==> src/rtl/tsp_pkg.sv <==
// Package of constants and types for the synchronized PWM timer block.
package tsp_pkg;
    // Channel count and counter width.
    localparam int NCH = 5;
    localparam int CW = 16;
    // Global register byte offsets.
    localparam logic [7:0] ADDR_START = 8'h00;
    localparam logic [7:0] ADDR_SYNC = 8'h04;
    localparam logic [7:0] ADDR_MODE = 8'h08;
    localparam logic [7:0] ADDR_STATUS = 8'h0c;
    localparam logic [7:0] ADDR_IRQEN = 8'h10;
    // Per-channel register window: base plus channel times stride.
    localparam logic [7:0] ADDR_CH_BASE = 8'h20;
    localparam logic [7:0] ADDR_CH_END = 8'h6c;
    localparam logic [3:0] OFS_CTRL = 4'h0;
    localparam logic [3:0] OFS_COUNT = 4'h4;
    localparam logic [3:0] OFS_MA = 4'h8;
    localparam logic [3:0] OFS_MB = 4'hc;
    // Buffer registers for the reset-synchronized transfer.
    localparam logic [7:0] ADDR_BUF_BASE = 8'h80;
    localparam logic [7:0] ADDR_BUF_END = 8'h8c;
    // Mode register field positions.
    localparam int MODE_RSYNC_BIT = 0;
    localparam int MODE_BUF_BIT = 1;
    localparam int MODE_PWM_LSB = 2;
    // Status register field positions.
    localparam int STAT_FLAG_A_LSB = 0;
    localparam int STAT_FLAG_B_LSB = 5;
    // Values after reset.
    localparam logic [15:0] CNT_RST = 16'h0000;
    localparam logic [15:0] MATCH_RST = 16'hffff;
    localparam logic [4:0] CH_RST = 5'h00;
    localparam logic [31:0] RDATA_RST = 32'h0000_0000;
    // Counter clear sources, held in the low bits of a channel's control.
    typedef enum logic [1:0] {CLR_NONE, CLR_A, CLR_B, CLR_SYNC} tsp_clr_e;
    // APB request as seen by the slave.
    typedef struct packed {
        logic psel;
        logic penable;
        logic pwrite;
        logic [7:0] paddr;
        logic [31:0] pwdata;
    } tsp_apb_s;
    // Whole state of the timer.
    typedef struct packed {
        logic [4:0] start;
        logic [4:0] sync;
        logic [4:0] pwm;
        logic rsync;
        logic buf_en;
        logic [4:0][1:0] clr_sel;
        logic [4:0][15:0] cnt;
        logic [4:0][15:0] ma;
        logic [4:0][15:0] mb;
        logic [3:0][15:0] bufr;
        logic [4:0] flag_a;
        logic [4:0] flag_b;
        logic [9:0] irq_en;
        logic irq;
        logic [4:0] pin_a;
        logic pin_b3;
        logic pin_b4;
        logic pin_xa4;
        logic pin_xb4;
        logic pready;
        logic pslverr;
        logic [31:0] prdata;
    } tsp_state_s;
endpackage

==> src/rtl/tsp_timer.sv <==
// Five-channel 16-bit timer with synchronization, PWM and reset-sync PWM.
// Summary of operation
// - Preset write reaches all synchronized counters
// - Sync-clear channel clears with source channel
// - Channels 0 to 4 may join sync
// - PWM pin rises on A, falls on B
// - Equal A and B leave pin unchanged
// - PWM mode selectable per channel
// - Clear on B, A above B: stays low
// - Clear on A, B above A: stays high
// - PWM counter clears by A, B, sync, none
// - Reset-sync mode makes three complementary pairs
// - Reset-sync mode takes pins, counts up
// - Pair pins mapped to channel 3 and 4
// - Channel 4 counter free, no compares
// - Channel 3 A match clears period counter
// - Pairs toggle on own match and clear
// - Buffers load at channel 3 A match
// - Match acts as counter leaves matching value
// - Match sets flag, interrupt when enabled
`timescale 1ns/100ps
module tsp_timer
(
    // Clock and reset.
    input wire logic MCLK,
    input wire logic RST,
    // APB slave.
    input wire logic PSEL,
    input wire logic PENABLE,
    input wire logic PWRITE,
    input wire logic [7:0] PADDR,
    input wire logic [31:0] PWDATA,
    output logic [31:0] PRDATA,
    output logic PREADY,
    output logic PSLVERR,
    // Compare match interrupt request.
    output logic MATCH_IRQ,
    // PWM pins; channel 3 and 4 A pins carry outputs 1 and 2 in reset-sync.
    output logic [4:0] PWM_PIN_A,
    output logic OUT1_INV_PIN,
    output logic OUT3_PIN,
    output logic OUT2_INV_PIN,
    output logic OUT3_INV_PIN
);

////////////////////////////////////////////////////////////////////////////
// State and decode.

tsp_pkg::tsp_state_s s_reg; // Registered state of the whole block.
tsp_pkg::tsp_state_s s_next; // Next state built by the comb process.
tsp_pkg::tsp_apb_s bus; // Bundled bus request.
logic [4:0] hit_a; // Compare match A, taken as the counter advances.
logic [4:0] hit_b; // Compare match B.
logic [4:0] own_clr; // Clear caused by the channel's own compare.
logic sync_src; // Some synchronized channel clears by its own compare.
logic [4:0] clr; // Final clear of each counter.
logic wr; // Write taking effect at this edge.
logic wr_ch_win; // Write lands in the per-channel window.
logic [2:0] wr_ch; // Channel addressed by the write.
logic preset_all; // Counter write fanned out to the sync group.
logic [2:0] tog; // Reset-sync pair toggles.
logic [7:0] ch_off; // Address relative to the channel window.

assign bus = '{PSEL, PENABLE, PWRITE, PADDR, PWDATA};
assign ch_off = bus.paddr - tsp_pkg::ADDR_CH_BASE;

// Read mux: returns the mapped bit in bit 32 and data below it.
function automatic logic [32:0] rd_word(input tsp_pkg::tsp_state_s s,
                                        input logic [7:0] a);
    logic [7:0] o;
    logic [2:0] c;
    o = a - tsp_pkg::ADDR_CH_BASE;
    c = o[6:4];
    rd_word = {1'b0, 32'h0000_0000};
    if (a == tsp_pkg::ADDR_START)
        rd_word = {1'b1, 27'h0, s.start};
    else if (a == tsp_pkg::ADDR_SYNC)
        rd_word = {1'b1, 27'h0, s.sync};
    else if (a == tsp_pkg::ADDR_MODE)
        rd_word = {1'b1, 25'h0, s.pwm, s.buf_en, s.rsync};
    else if (a == tsp_pkg::ADDR_STATUS)
        rd_word = {1'b1, 22'h0, s.flag_b, s.flag_a};
    else if (a == tsp_pkg::ADDR_IRQEN)
        rd_word = {1'b1, 22'h0, s.irq_en};
    else if (a >= tsp_pkg::ADDR_CH_BASE && a <= tsp_pkg::ADDR_CH_END
             && a[1:0] == 2'h0)
    begin
        case (o[3:0])
            tsp_pkg::OFS_CTRL: rd_word = {1'b1, 30'h0, s.clr_sel[c]};
            tsp_pkg::OFS_COUNT: rd_word = {1'b1, 16'h0, s.cnt[c]};
            tsp_pkg::OFS_MA: rd_word = {1'b1, 16'h0, s.ma[c]};
            default: rd_word = {1'b1, 16'h0, s.mb[c]};
        endcase
    end
    else if (a >= tsp_pkg::ADDR_BUF_BASE && a <= tsp_pkg::ADDR_BUF_END
             && a[1:0] == 2'h0)
        rd_word = {1'b1, 16'h0, s.bufr[a[3:2]]};
endfunction

////////////////////////////////////////////////////////////////////////////
// Next-state logic.

// All behaviour is computed here from the registered state. Writes from the
// bus override counting so a preset is never lost to an increment.
always_comb
begin
    logic [32:0] rd;
    rd = rd_word(s_reg, bus.paddr);
    s_next = s_reg;
    wr = bus.psel & bus.penable & s_reg.pready & bus.pwrite;
    wr_ch_win = bus.paddr >= tsp_pkg::ADDR_CH_BASE
                && bus.paddr <= tsp_pkg::ADDR_CH_END;
    wr_ch = ch_off[6:4];
    preset_all = wr && wr_ch_win && ch_off[3:0] == tsp_pkg::OFS_COUNT
                 && s_reg.sync[wr_ch];

    // Matches count only on the edge where the counter steps on.
    for (int i = 0; i < tsp_pkg::NCH; i++)
    begin
        hit_a[i] = s_reg.start[i] && s_reg.cnt[i] == s_reg.ma[i];
        hit_b[i] = s_reg.start[i] && s_reg.cnt[i] == s_reg.mb[i];
    end
    // Channel 4 loses its compares in reset-sync mode.
    if (s_reg.rsync)
    begin
        hit_a[4] = 1'b0;
        hit_b[4] = 1'b0;
    end
    // Own clears by compare, any channel 0 to 4.
    for (int i = 0; i < tsp_pkg::NCH; i++)
        own_clr[i] = (s_reg.clr_sel[i] == tsp_pkg::CLR_A && hit_a[i])
                  || (s_reg.clr_sel[i] == tsp_pkg::CLR_B && hit_b[i]);
    sync_src = |(own_clr & s_reg.sync);
    for (int i = 0; i < tsp_pkg::NCH; i++)
        clr[i] = own_clr[i] || (s_reg.clr_sel[i] == tsp_pkg::CLR_SYNC
                 && s_reg.sync[i] && sync_src);
    // Reset-sync: A3 sets the period, channel 4 runs free.
    if (s_reg.rsync)
    begin
        clr[3] = hit_a[3];
        clr[4] = 1'b0;
    end

    // Counters step up, or restart from zero on a clear.
    for (int i = 0; i < tsp_pkg::NCH; i++)
        if (s_reg.start[i])
            s_next.cnt[i] = clr[i] ? tsp_pkg::CNT_RST
                                   : s_reg.cnt[i] + 16'h0001;

    // Compare flags: a new match wins over a clear in the same cycle.
    s_next.flag_a = s_reg.flag_a | hit_a;
    s_next.flag_b = s_reg.flag_b | hit_b;
    if (wr && bus.paddr == tsp_pkg::ADDR_STATUS)
    begin
        s_next.flag_a = (s_reg.flag_a & ~bus.pwdata[4:0]) | hit_a;
        s_next.flag_b = (s_reg.flag_b & ~bus.pwdata[9:5]) | hit_b;
    end

    // Plain PWM per channel; equal registers hold the pin.
    for (int i = 0; i < tsp_pkg::NCH; i++)
        if (s_reg.pwm[i] && !(s_reg.rsync && i >= 3))
        begin
            if (hit_a[i] && hit_b[i])
                s_next.pin_a[i] = s_reg.pin_a[i];
            else if (hit_a[i])
                s_next.pin_a[i] = 1'b1;
            else if (hit_b[i])
                s_next.pin_a[i] = 1'b0;
        end

    // Reset-sync pairs toggle on their edge register or the clear.
    tog[0] = s_reg.start[3] && s_reg.cnt[3] == s_reg.mb[3];
    tog[1] = s_reg.start[3] && s_reg.cnt[3] == s_reg.ma[4];
    tog[2] = s_reg.start[3] && s_reg.cnt[3] == s_reg.mb[4];
    tog = tog | {3{clr[3] && s_reg.rsync}};
    if (s_reg.rsync)
    begin
        // Six pins taken over; complements are exact inverses.
        s_next.pin_a[3] = s_reg.pin_a[3] ^ tog[0];
        s_next.pin_a[4] = s_reg.pin_a[4] ^ tog[1];
        s_next.pin_b4 = s_reg.pin_b4 ^ tog[2];
        s_next.pin_b3 = ~s_next.pin_a[3];
        s_next.pin_xa4 = ~s_next.pin_a[4];
        s_next.pin_xb4 = ~s_next.pin_b4;
    end
    else
    begin
        // Extra pins idle low outside reset-sync mode.
        s_next.pin_b3 = 1'b0;
        s_next.pin_b4 = 1'b0;
        s_next.pin_xa4 = 1'b0;
        s_next.pin_xb4 = 1'b0;
    end

    // Buffered registers load at the period match.
    if (s_reg.rsync && s_reg.buf_en && hit_a[3])
    begin
        s_next.ma[3] = s_reg.bufr[0];
        s_next.mb[3] = s_reg.bufr[1];
        s_next.ma[4] = s_reg.bufr[2];
        s_next.mb[4] = s_reg.bufr[3];
    end

    // Register writes at the completing access edge.
    if (wr)
    begin
        if (bus.paddr == tsp_pkg::ADDR_START)
            s_next.start = bus.pwdata[4:0];
        else if (bus.paddr == tsp_pkg::ADDR_SYNC)
            s_next.sync = bus.pwdata[4:0];
        else if (bus.paddr == tsp_pkg::ADDR_MODE)
        begin
            s_next.rsync = bus.pwdata[tsp_pkg::MODE_RSYNC_BIT];
            s_next.buf_en = bus.pwdata[tsp_pkg::MODE_BUF_BIT];
            s_next.pwm = bus.pwdata[tsp_pkg::MODE_PWM_LSB +: 5];
        end
        else if (bus.paddr == tsp_pkg::ADDR_IRQEN)
            s_next.irq_en = bus.pwdata[9:0];
        else if (bus.paddr >= tsp_pkg::ADDR_BUF_BASE
                 && bus.paddr <= tsp_pkg::ADDR_BUF_END)
            s_next.bufr[bus.paddr[3:2]] = bus.pwdata[15:0];
        else if (wr_ch_win)
        begin
            case (ch_off[3:0])
                tsp_pkg::OFS_CTRL: s_next.clr_sel[wr_ch] = bus.pwdata[1:0];
                tsp_pkg::OFS_COUNT:
                begin
                    // Fan the preset out to the whole group.
                    if (preset_all)
                    begin
                        for (int i = 0; i < tsp_pkg::NCH; i++)
                            if (s_reg.sync[i])
                                s_next.cnt[i] = bus.pwdata[15:0];
                    end
                    else
                        s_next.cnt[wr_ch] = bus.pwdata[15:0];
                end
                tsp_pkg::OFS_MA: s_next.ma[wr_ch] = bus.pwdata[15:0];
                tsp_pkg::OFS_MB: s_next.mb[wr_ch] = bus.pwdata[15:0];
                default: s_next.mb[wr_ch] = s_next.mb[wr_ch];
            endcase
        end
    end

    // Interrupt output follows the flags gated by their enables.
    s_next.irq = |({s_next.flag_b, s_next.flag_a} & s_reg.irq_en);

    // APB: data is fetched in the setup cycle, so one access cycle suffices.
    s_next.pready = bus.psel & ~bus.penable;
    s_next.pslverr = bus.psel & ~bus.penable & ~rd[32];
    s_next.prdata = (bus.psel & ~bus.penable) ? rd[31:0] : s_reg.prdata;
end

////////////////////////////////////////////////////////////////////////////
// State register.

// Every field resets to a constant; match registers start at all ones so
// that an unconfigured channel does not match early in its count.
always_ff @(posedge MCLK or posedge RST)
begin
    if (RST)
    begin
        s_reg <= '0;
        s_reg.ma <= {tsp_pkg::NCH{tsp_pkg::MATCH_RST}};
        s_reg.mb <= {tsp_pkg::NCH{tsp_pkg::MATCH_RST}};
        s_reg.prdata <= tsp_pkg::RDATA_RST;
    end
    else
        s_reg <= s_next;
end

// Outputs straight from the state flip-flops.
assign PRDATA = s_reg.prdata;
assign PREADY = s_reg.pready;
assign PSLVERR = s_reg.pslverr;
assign MATCH_IRQ = s_reg.irq;
assign PWM_PIN_A = s_reg.pin_a;
assign OUT1_INV_PIN = s_reg.pin_b3;
assign OUT3_PIN = s_reg.pin_b4;
assign OUT2_INV_PIN = s_reg.pin_xa4;
assign OUT3_INV_PIN = s_reg.pin_xb4;
endmodule

==> config.mk <==
export PLATFORM = sky130hd
export DESIGN_NAME = tsp_timer
export DESIGN_NICKNAME = d
export VERILOG_FILES = /design/src/rtl/tsp_pkg.sv /design/src/rtl/tsp_timer.sv
export SDC_FILE = /design/constraint.sdc
export NUM_CORES = 2
export LEC_CHECK = 0
export BUFFER_PORTS_ARGS = -buffer_cell sky130_fd_sc_hd__buf_4
export CAP_MARGIN = 20
export CORE_ASPECT_RATIO = 2
export CORE_MARGIN = 5
export CORE_UTILIZATION = 55
export DETAILED_ROUTE_END_ITERATION = 6
export PLACE_DENSITY = 0.75
export SKIP_CTS_REPAIR_TIMING = 1
export SYNTH_ARGS = -nofsm -noshare
export SYNTH_HDL_FRONTEND = slang
export SYNTH_SLANG_ARGS = --single-unit
==> constraint.sdc <==
create_clock -name MCLK -period 10.46 [get_ports MCLK]
set_input_delay 0.523 -clock MCLK [delete_from_list [all_inputs] [get_ports MCLK]]
set_output_delay 0.523 -clock MCLK [all_outputs]
set_load 0.02 [all_outputs]
# Word-level counts from Yosys, hierarchy flattened
# Cells that the tools add are included.
# op_classes
n_addsub	6
n_eq_ne	36
bitwise_logic	33
order_cmp	8
shift	0
div_mod_pow	0
mul	0
n_reduce_logical	89
mux	83
# op_table
cell	n
304-bit 2-to-1 mux	5
240-bit 2-to-1 mux	2
16-bit 2-to-1 mux	22
80-bit bitwise mux	4
80-bit 2-to-1 mux	3
33-bit 2-to-1 mux	7
16-bit binary-select mux with 3-bit select	4
16-bit equality test	12
80-bit case mux with 2 select lines	1
16-bit by 1-bit adder with 16-bit output, second input constant	5
64-bit bitwise mux	1
32-bit 2-to-1 mux	2
64-bit 2-to-1 mux	1
1-bit logical AND	52
16-bit demux with 3-bit select	1
16-bit case mux with 3 select lines	1
16-bit binary-select mux with 2-bit select	1
16-bit demux with 2-bit select	1
8-bit AND reduction	3
2-bit equality test, second input constant	10
5-bit bitwise OR	4
3-bit AND reduction	6
1-bit 2-to-1 mux	17
8-bit by 4-bit equality test with 1-bit output, second input constant	2
other kinds (43)	88
# totals
inputBits	45
ram_bits	0
elab_cells	300
mem_bits_ro	0
latchBits	0
mem_count	0
out_inout_bits	44
register_bits	395

# Longest topological paths before layout
# logic_depth
depth_word	22
ltp_mapped	12
mapped_depth_nobuf	10

# Worst setup path after synthesis
# OpenSTA, ideal clock, no wires.
# synth_timing
path_kind	input to register
from	input port PADDR[5]
to	register s_reg[310] (netlist bit)
slack_ns	7.738
t_required_ns	10.336
stages	12
t_arrival_ns	2.598
n_path_buf	2
setup_time_ns	0.124
path_cell_list	inv_2 ha_1 mux2i_1 o21ai_0 a22oi_1 buf_2 nand4_1 o21ai_1 nor4_1 nor3_2 buf_2 o21ai_1
# synth_rtl
element	line	rtl
start, declared	tsp_timer.sv:31	input wire logic [7:0] PADDR,
end signal, assigned	tsp_timer.sv:269	s_reg <= s_next;
end, declared	tsp_timer.sv:49	tsp_pkg::tsp_state_s s_reg;

==> flow_metrics.env <==
export IMPL_status="finished with violations"
export IMPL_dpl_cell_area_mm2=0.0245
export IMPL_dp_hpwl_um=69500
export IMPL_boundaryPins=89
export IMPL_cp_end_kind="flip-flop"
export IMPL_clk_pin_slew_ps=60
export IMPL_core_area_mm2=0.0439
export IMPL_nets=2437
export IMPL_cp_arrival_ps=5140
export IMPL_start_kind="input pin"
export IMPL_num_vias=21300
export IMPL_yosysWarnings=0
export IMPL_synthDistinctLibCells=79
export IMPL_synth_cell_area_mm2=0.0243
export IMPL_die_h_um=307
export IMPL_drt_total_wl_um=99900
export IMPL_cts_max_level=2
export IMPL_worstSkewPairLatency_ps=570
export IMPL_grt_total_usage_pct=40.6
export IMPL_wire_per_inst_um=33.6
export IMPL_netlist_instances=2489
export IMPL_worstMarginPinSlew_ps=1230
export IMPL_drv_cap=0
export IMPL_ys_top_cells_by_area="dfrtp_1 23%, dfstp_2 17%, xnor2_1 6.6%"
export IMPL_setup_viol=0
export IMPL_leakagePower_nw=10.5
export IMPL_clkPwrFrac_pct=42.2
export IMPL_finalInstanceArea_mm2=0.0259
export IMPL_use_met1_pct=49.8
export IMPL_power_density_mw_per_mm2=133
export IMPL_drive_gt1_share_pct=22.9
export IMPL_synth_area_leader_cell="dfrtp_1"
export IMPL_p_total_mw=3.43
export IMPL_ys_ff_latch=379
export IMPL_synth_seq_area_share_pct=39.9
export IMPL_fin_crit_sh_pct=45.4
export IMPL_ys_async_sr_fraction_pct=100
export IMPL_max_freq_mhz=210
export IMPL_grt_pass1_wl_um=142000
export IMPL_grt_busiest_layer="met2"
export IMPL_pwr_share_comb_pct=11.3
export IMPL_first_iter_violations=3160
export IMPL_p_sw_share_pct=28.5
export IMPL_synth_top_area_share_pct=22.6
export IMPL_firstDrtPassIters=7
export IMPL_use_met2_pct=59.2
export IMPL_fp_row_count=109
export IMPL_fill_cells=3794
export IMPL_cts_tree="built"
export IMPL_slew_headroom_pct=17.9
export IMPL_port_buffers=56
export IMPL_area_growth_pct=6.61
export IMPL_avgViaCountPerCell=7.16
export IMPL_clock_path_buffers=3
export IMPL_min_path_type="input pin to async pin"
export IMPL_hold_viol_final=0
export IMPL_path_class="input pin to flip-flop"
export IMPL_antenna_found_initial=4
export IMPL_rsz0062_at_grt="no"
export IMPL_synth_edf_count=0
export IMPL_die_area_mm2=0.0487
export IMPL_start_util_pct=55.2
export IMPL_route_detailed_drc=8
export IMPL_cts_sinks=379
export IMPL_grt_pass1_vias=20400
export IMPL_cp_max_fo=58
export IMPL_synth_area_per_cell_um2=9.75
export IMPL_seqPwrFrac_pct=46.5
export IMPL_gr_total_overflow=0
export IMPL_grt_max_degree=170
export IMPL_die_x_um=159
export IMPL_drtAntennaViolNets=0
export IMPL_p_sw_mw=0.976
export IMPL_cp_data_required_time_ps=10840
export IMPL_cts_root_buf="clkbuf_16"
export IMPL_largest_reg_flops=351
export IMPL_gp_congestion=1.10
export IMPL_ys_flop_type="dfrtp_1"
export IMPL_peakVddDrop_mv=0.141
export IMPL_finalClockSkew_ps=27.4
export IMPL_violations="DRC"
export IMPL_internal_power_mw=2.45
export IMPL_setup_tns_ps=0
export IMPL_drv_slew=0
export IMPL_cts_buffers_inserted=38
export IMPL_met3_usage_pct=9.00
export IMPL_fin_crit_ps=4750
final timing paths:
| path | from | endpoint | slack (ps) | cells after the start |
|---|---|---|---|---|
| max in group asynchronous | RST | s_reg[256] | 8230 | 6 |
| min reg2reg | PRDATA[2] | PRDATA[2] | 490 | 1 |
| min in group MCLK | PADDR[6] | PSLVERR | 390 | 3 |
| min | RST | s_reg[309] | 160 | 3 |
| max reg2reg | s_reg[340] | s_reg[191] | 6040 | 9 |
| max | PADDR[5] | s_reg[291] | 5710 | 12 |
power groups by stage:
| stage | sequential, mW | clock [mW] | combinational, mW |
|---|---|---|---|
| after floorplan | 1.57 | 0 | 0.280 |
| after global placement | 1.61 | 0 | 0.368 |
| after detailed placement | 1.61 | 0 | 0.373 |
| after CTS | 1.59 | 1.46 | 0.374 |
| after global routing | 1.59 | 1.52 | 0.409 |
| final | 1.59 | 1.45 | 0.388 |
per-layer routing:
metal | share of wire, % | up-vias
li1 | - | 8729
met1 | 34 | 10400
met2 | 43 | 1649
met3 | 11 | 532
met4 | 12 | 0
met5 | 0 | -
synth_stat cells (all sizes together) (12+ instances only):
cell type	instances
xnor2	184
dfrtp	219
o21ai	164
mux2i	93
nor4	24
nand2	191
nand4	54
nor2	200
mux4	48
clkbuf	142
mux2	161
and2	12
buf	110
a21o	12
a221oi	47
o31ai	17
a211oi	20
o22ai	18
nor2b	25
a22oi	84
nand3	56
nor3	52
nand2b	25
a21boi	17
and3	20
xor2	54
dfstp	160
inv	34
a21oi	141
placed cells by master, fill, tap and decap left out, drive strengths merged, types with 48 or more instances in the layout:
cell type,count
nor3,52
dfstp,160
mux2,161
xor2,54
o21ai,164
a22oi,84
nor2,200
dfrtp,219
nand3,56
buf,91
nand4,54
xnor2,184
nand2,191
mux4,48
clkbuf,51
a21oi,141
mux2i,93
critical path, cell delays in order:
cell and delay [ps]:
buf_4 530, inv_2 260, ha_2 380, buf_4 560, mux2i_1 160, o21ai_0 190, a22oi_1 110, buf_4 240
o41ai_2 850, nor4_1 120, nor3_2 930, o21ai_0 230
cell type report:
class / count / area (um^2) / share of cell area (%)
Antenna cell: 5 / 12.5 / 0.0484
Clock buffer: 51 / 1060 / 4.10
Clock inverter: 19 / 236 / 0.914
Inverter: 34 / 131 / 0.508
Multi-Input combinational cell: 1839 / 13300 / 51.4
Sequential cell: 379 / 9680 / 37.4
Tap cell: 555 / 694 / 2.69
Timing Repair Buffer: 91 / 737 / 2.85
kinds of logic (layout without fill, tap and decap cells):
| logic type | Yosys count | in the layout | share of synthesized area (%) |
|---|---|---|---|
| compound gates | 577 | 577 | 15.8 |
| xor+xnor | 238 | 238 | 8.59 |
| fa+ha+maj | 9 | 9 | 0.464 |
| buf+inv | 286 | 195 | 5.56 |
| flops | 379 | 379 | 39.9 |
| mux | 302 | 302 | 15.9 |
| other cells | 1 | 21 | 0.0155 |
| simple gates | 697 | 697 | 13.8 |
stage by stage:
| step | util (%) | std cells | hold WS [ps] | worst slack (ps) |
|---|---|---|---|---|
| after CTS | 58.7 | 2963 | 281 | 5880 |
| after detailed placement | 55.7 | 2893 | 478 | 5290 |
| after global placement | 55.7 | 2893 | 471 | 5380 |
| final | 58.9 | 2973 | 165 | 5710 |
| after global routing | 58.9 | 2968 | 313 | 5510 |
| after floorplan | - | 2504 | 450 | 4980 |
No activity file was read; power rests on OpenSTA's default activity.
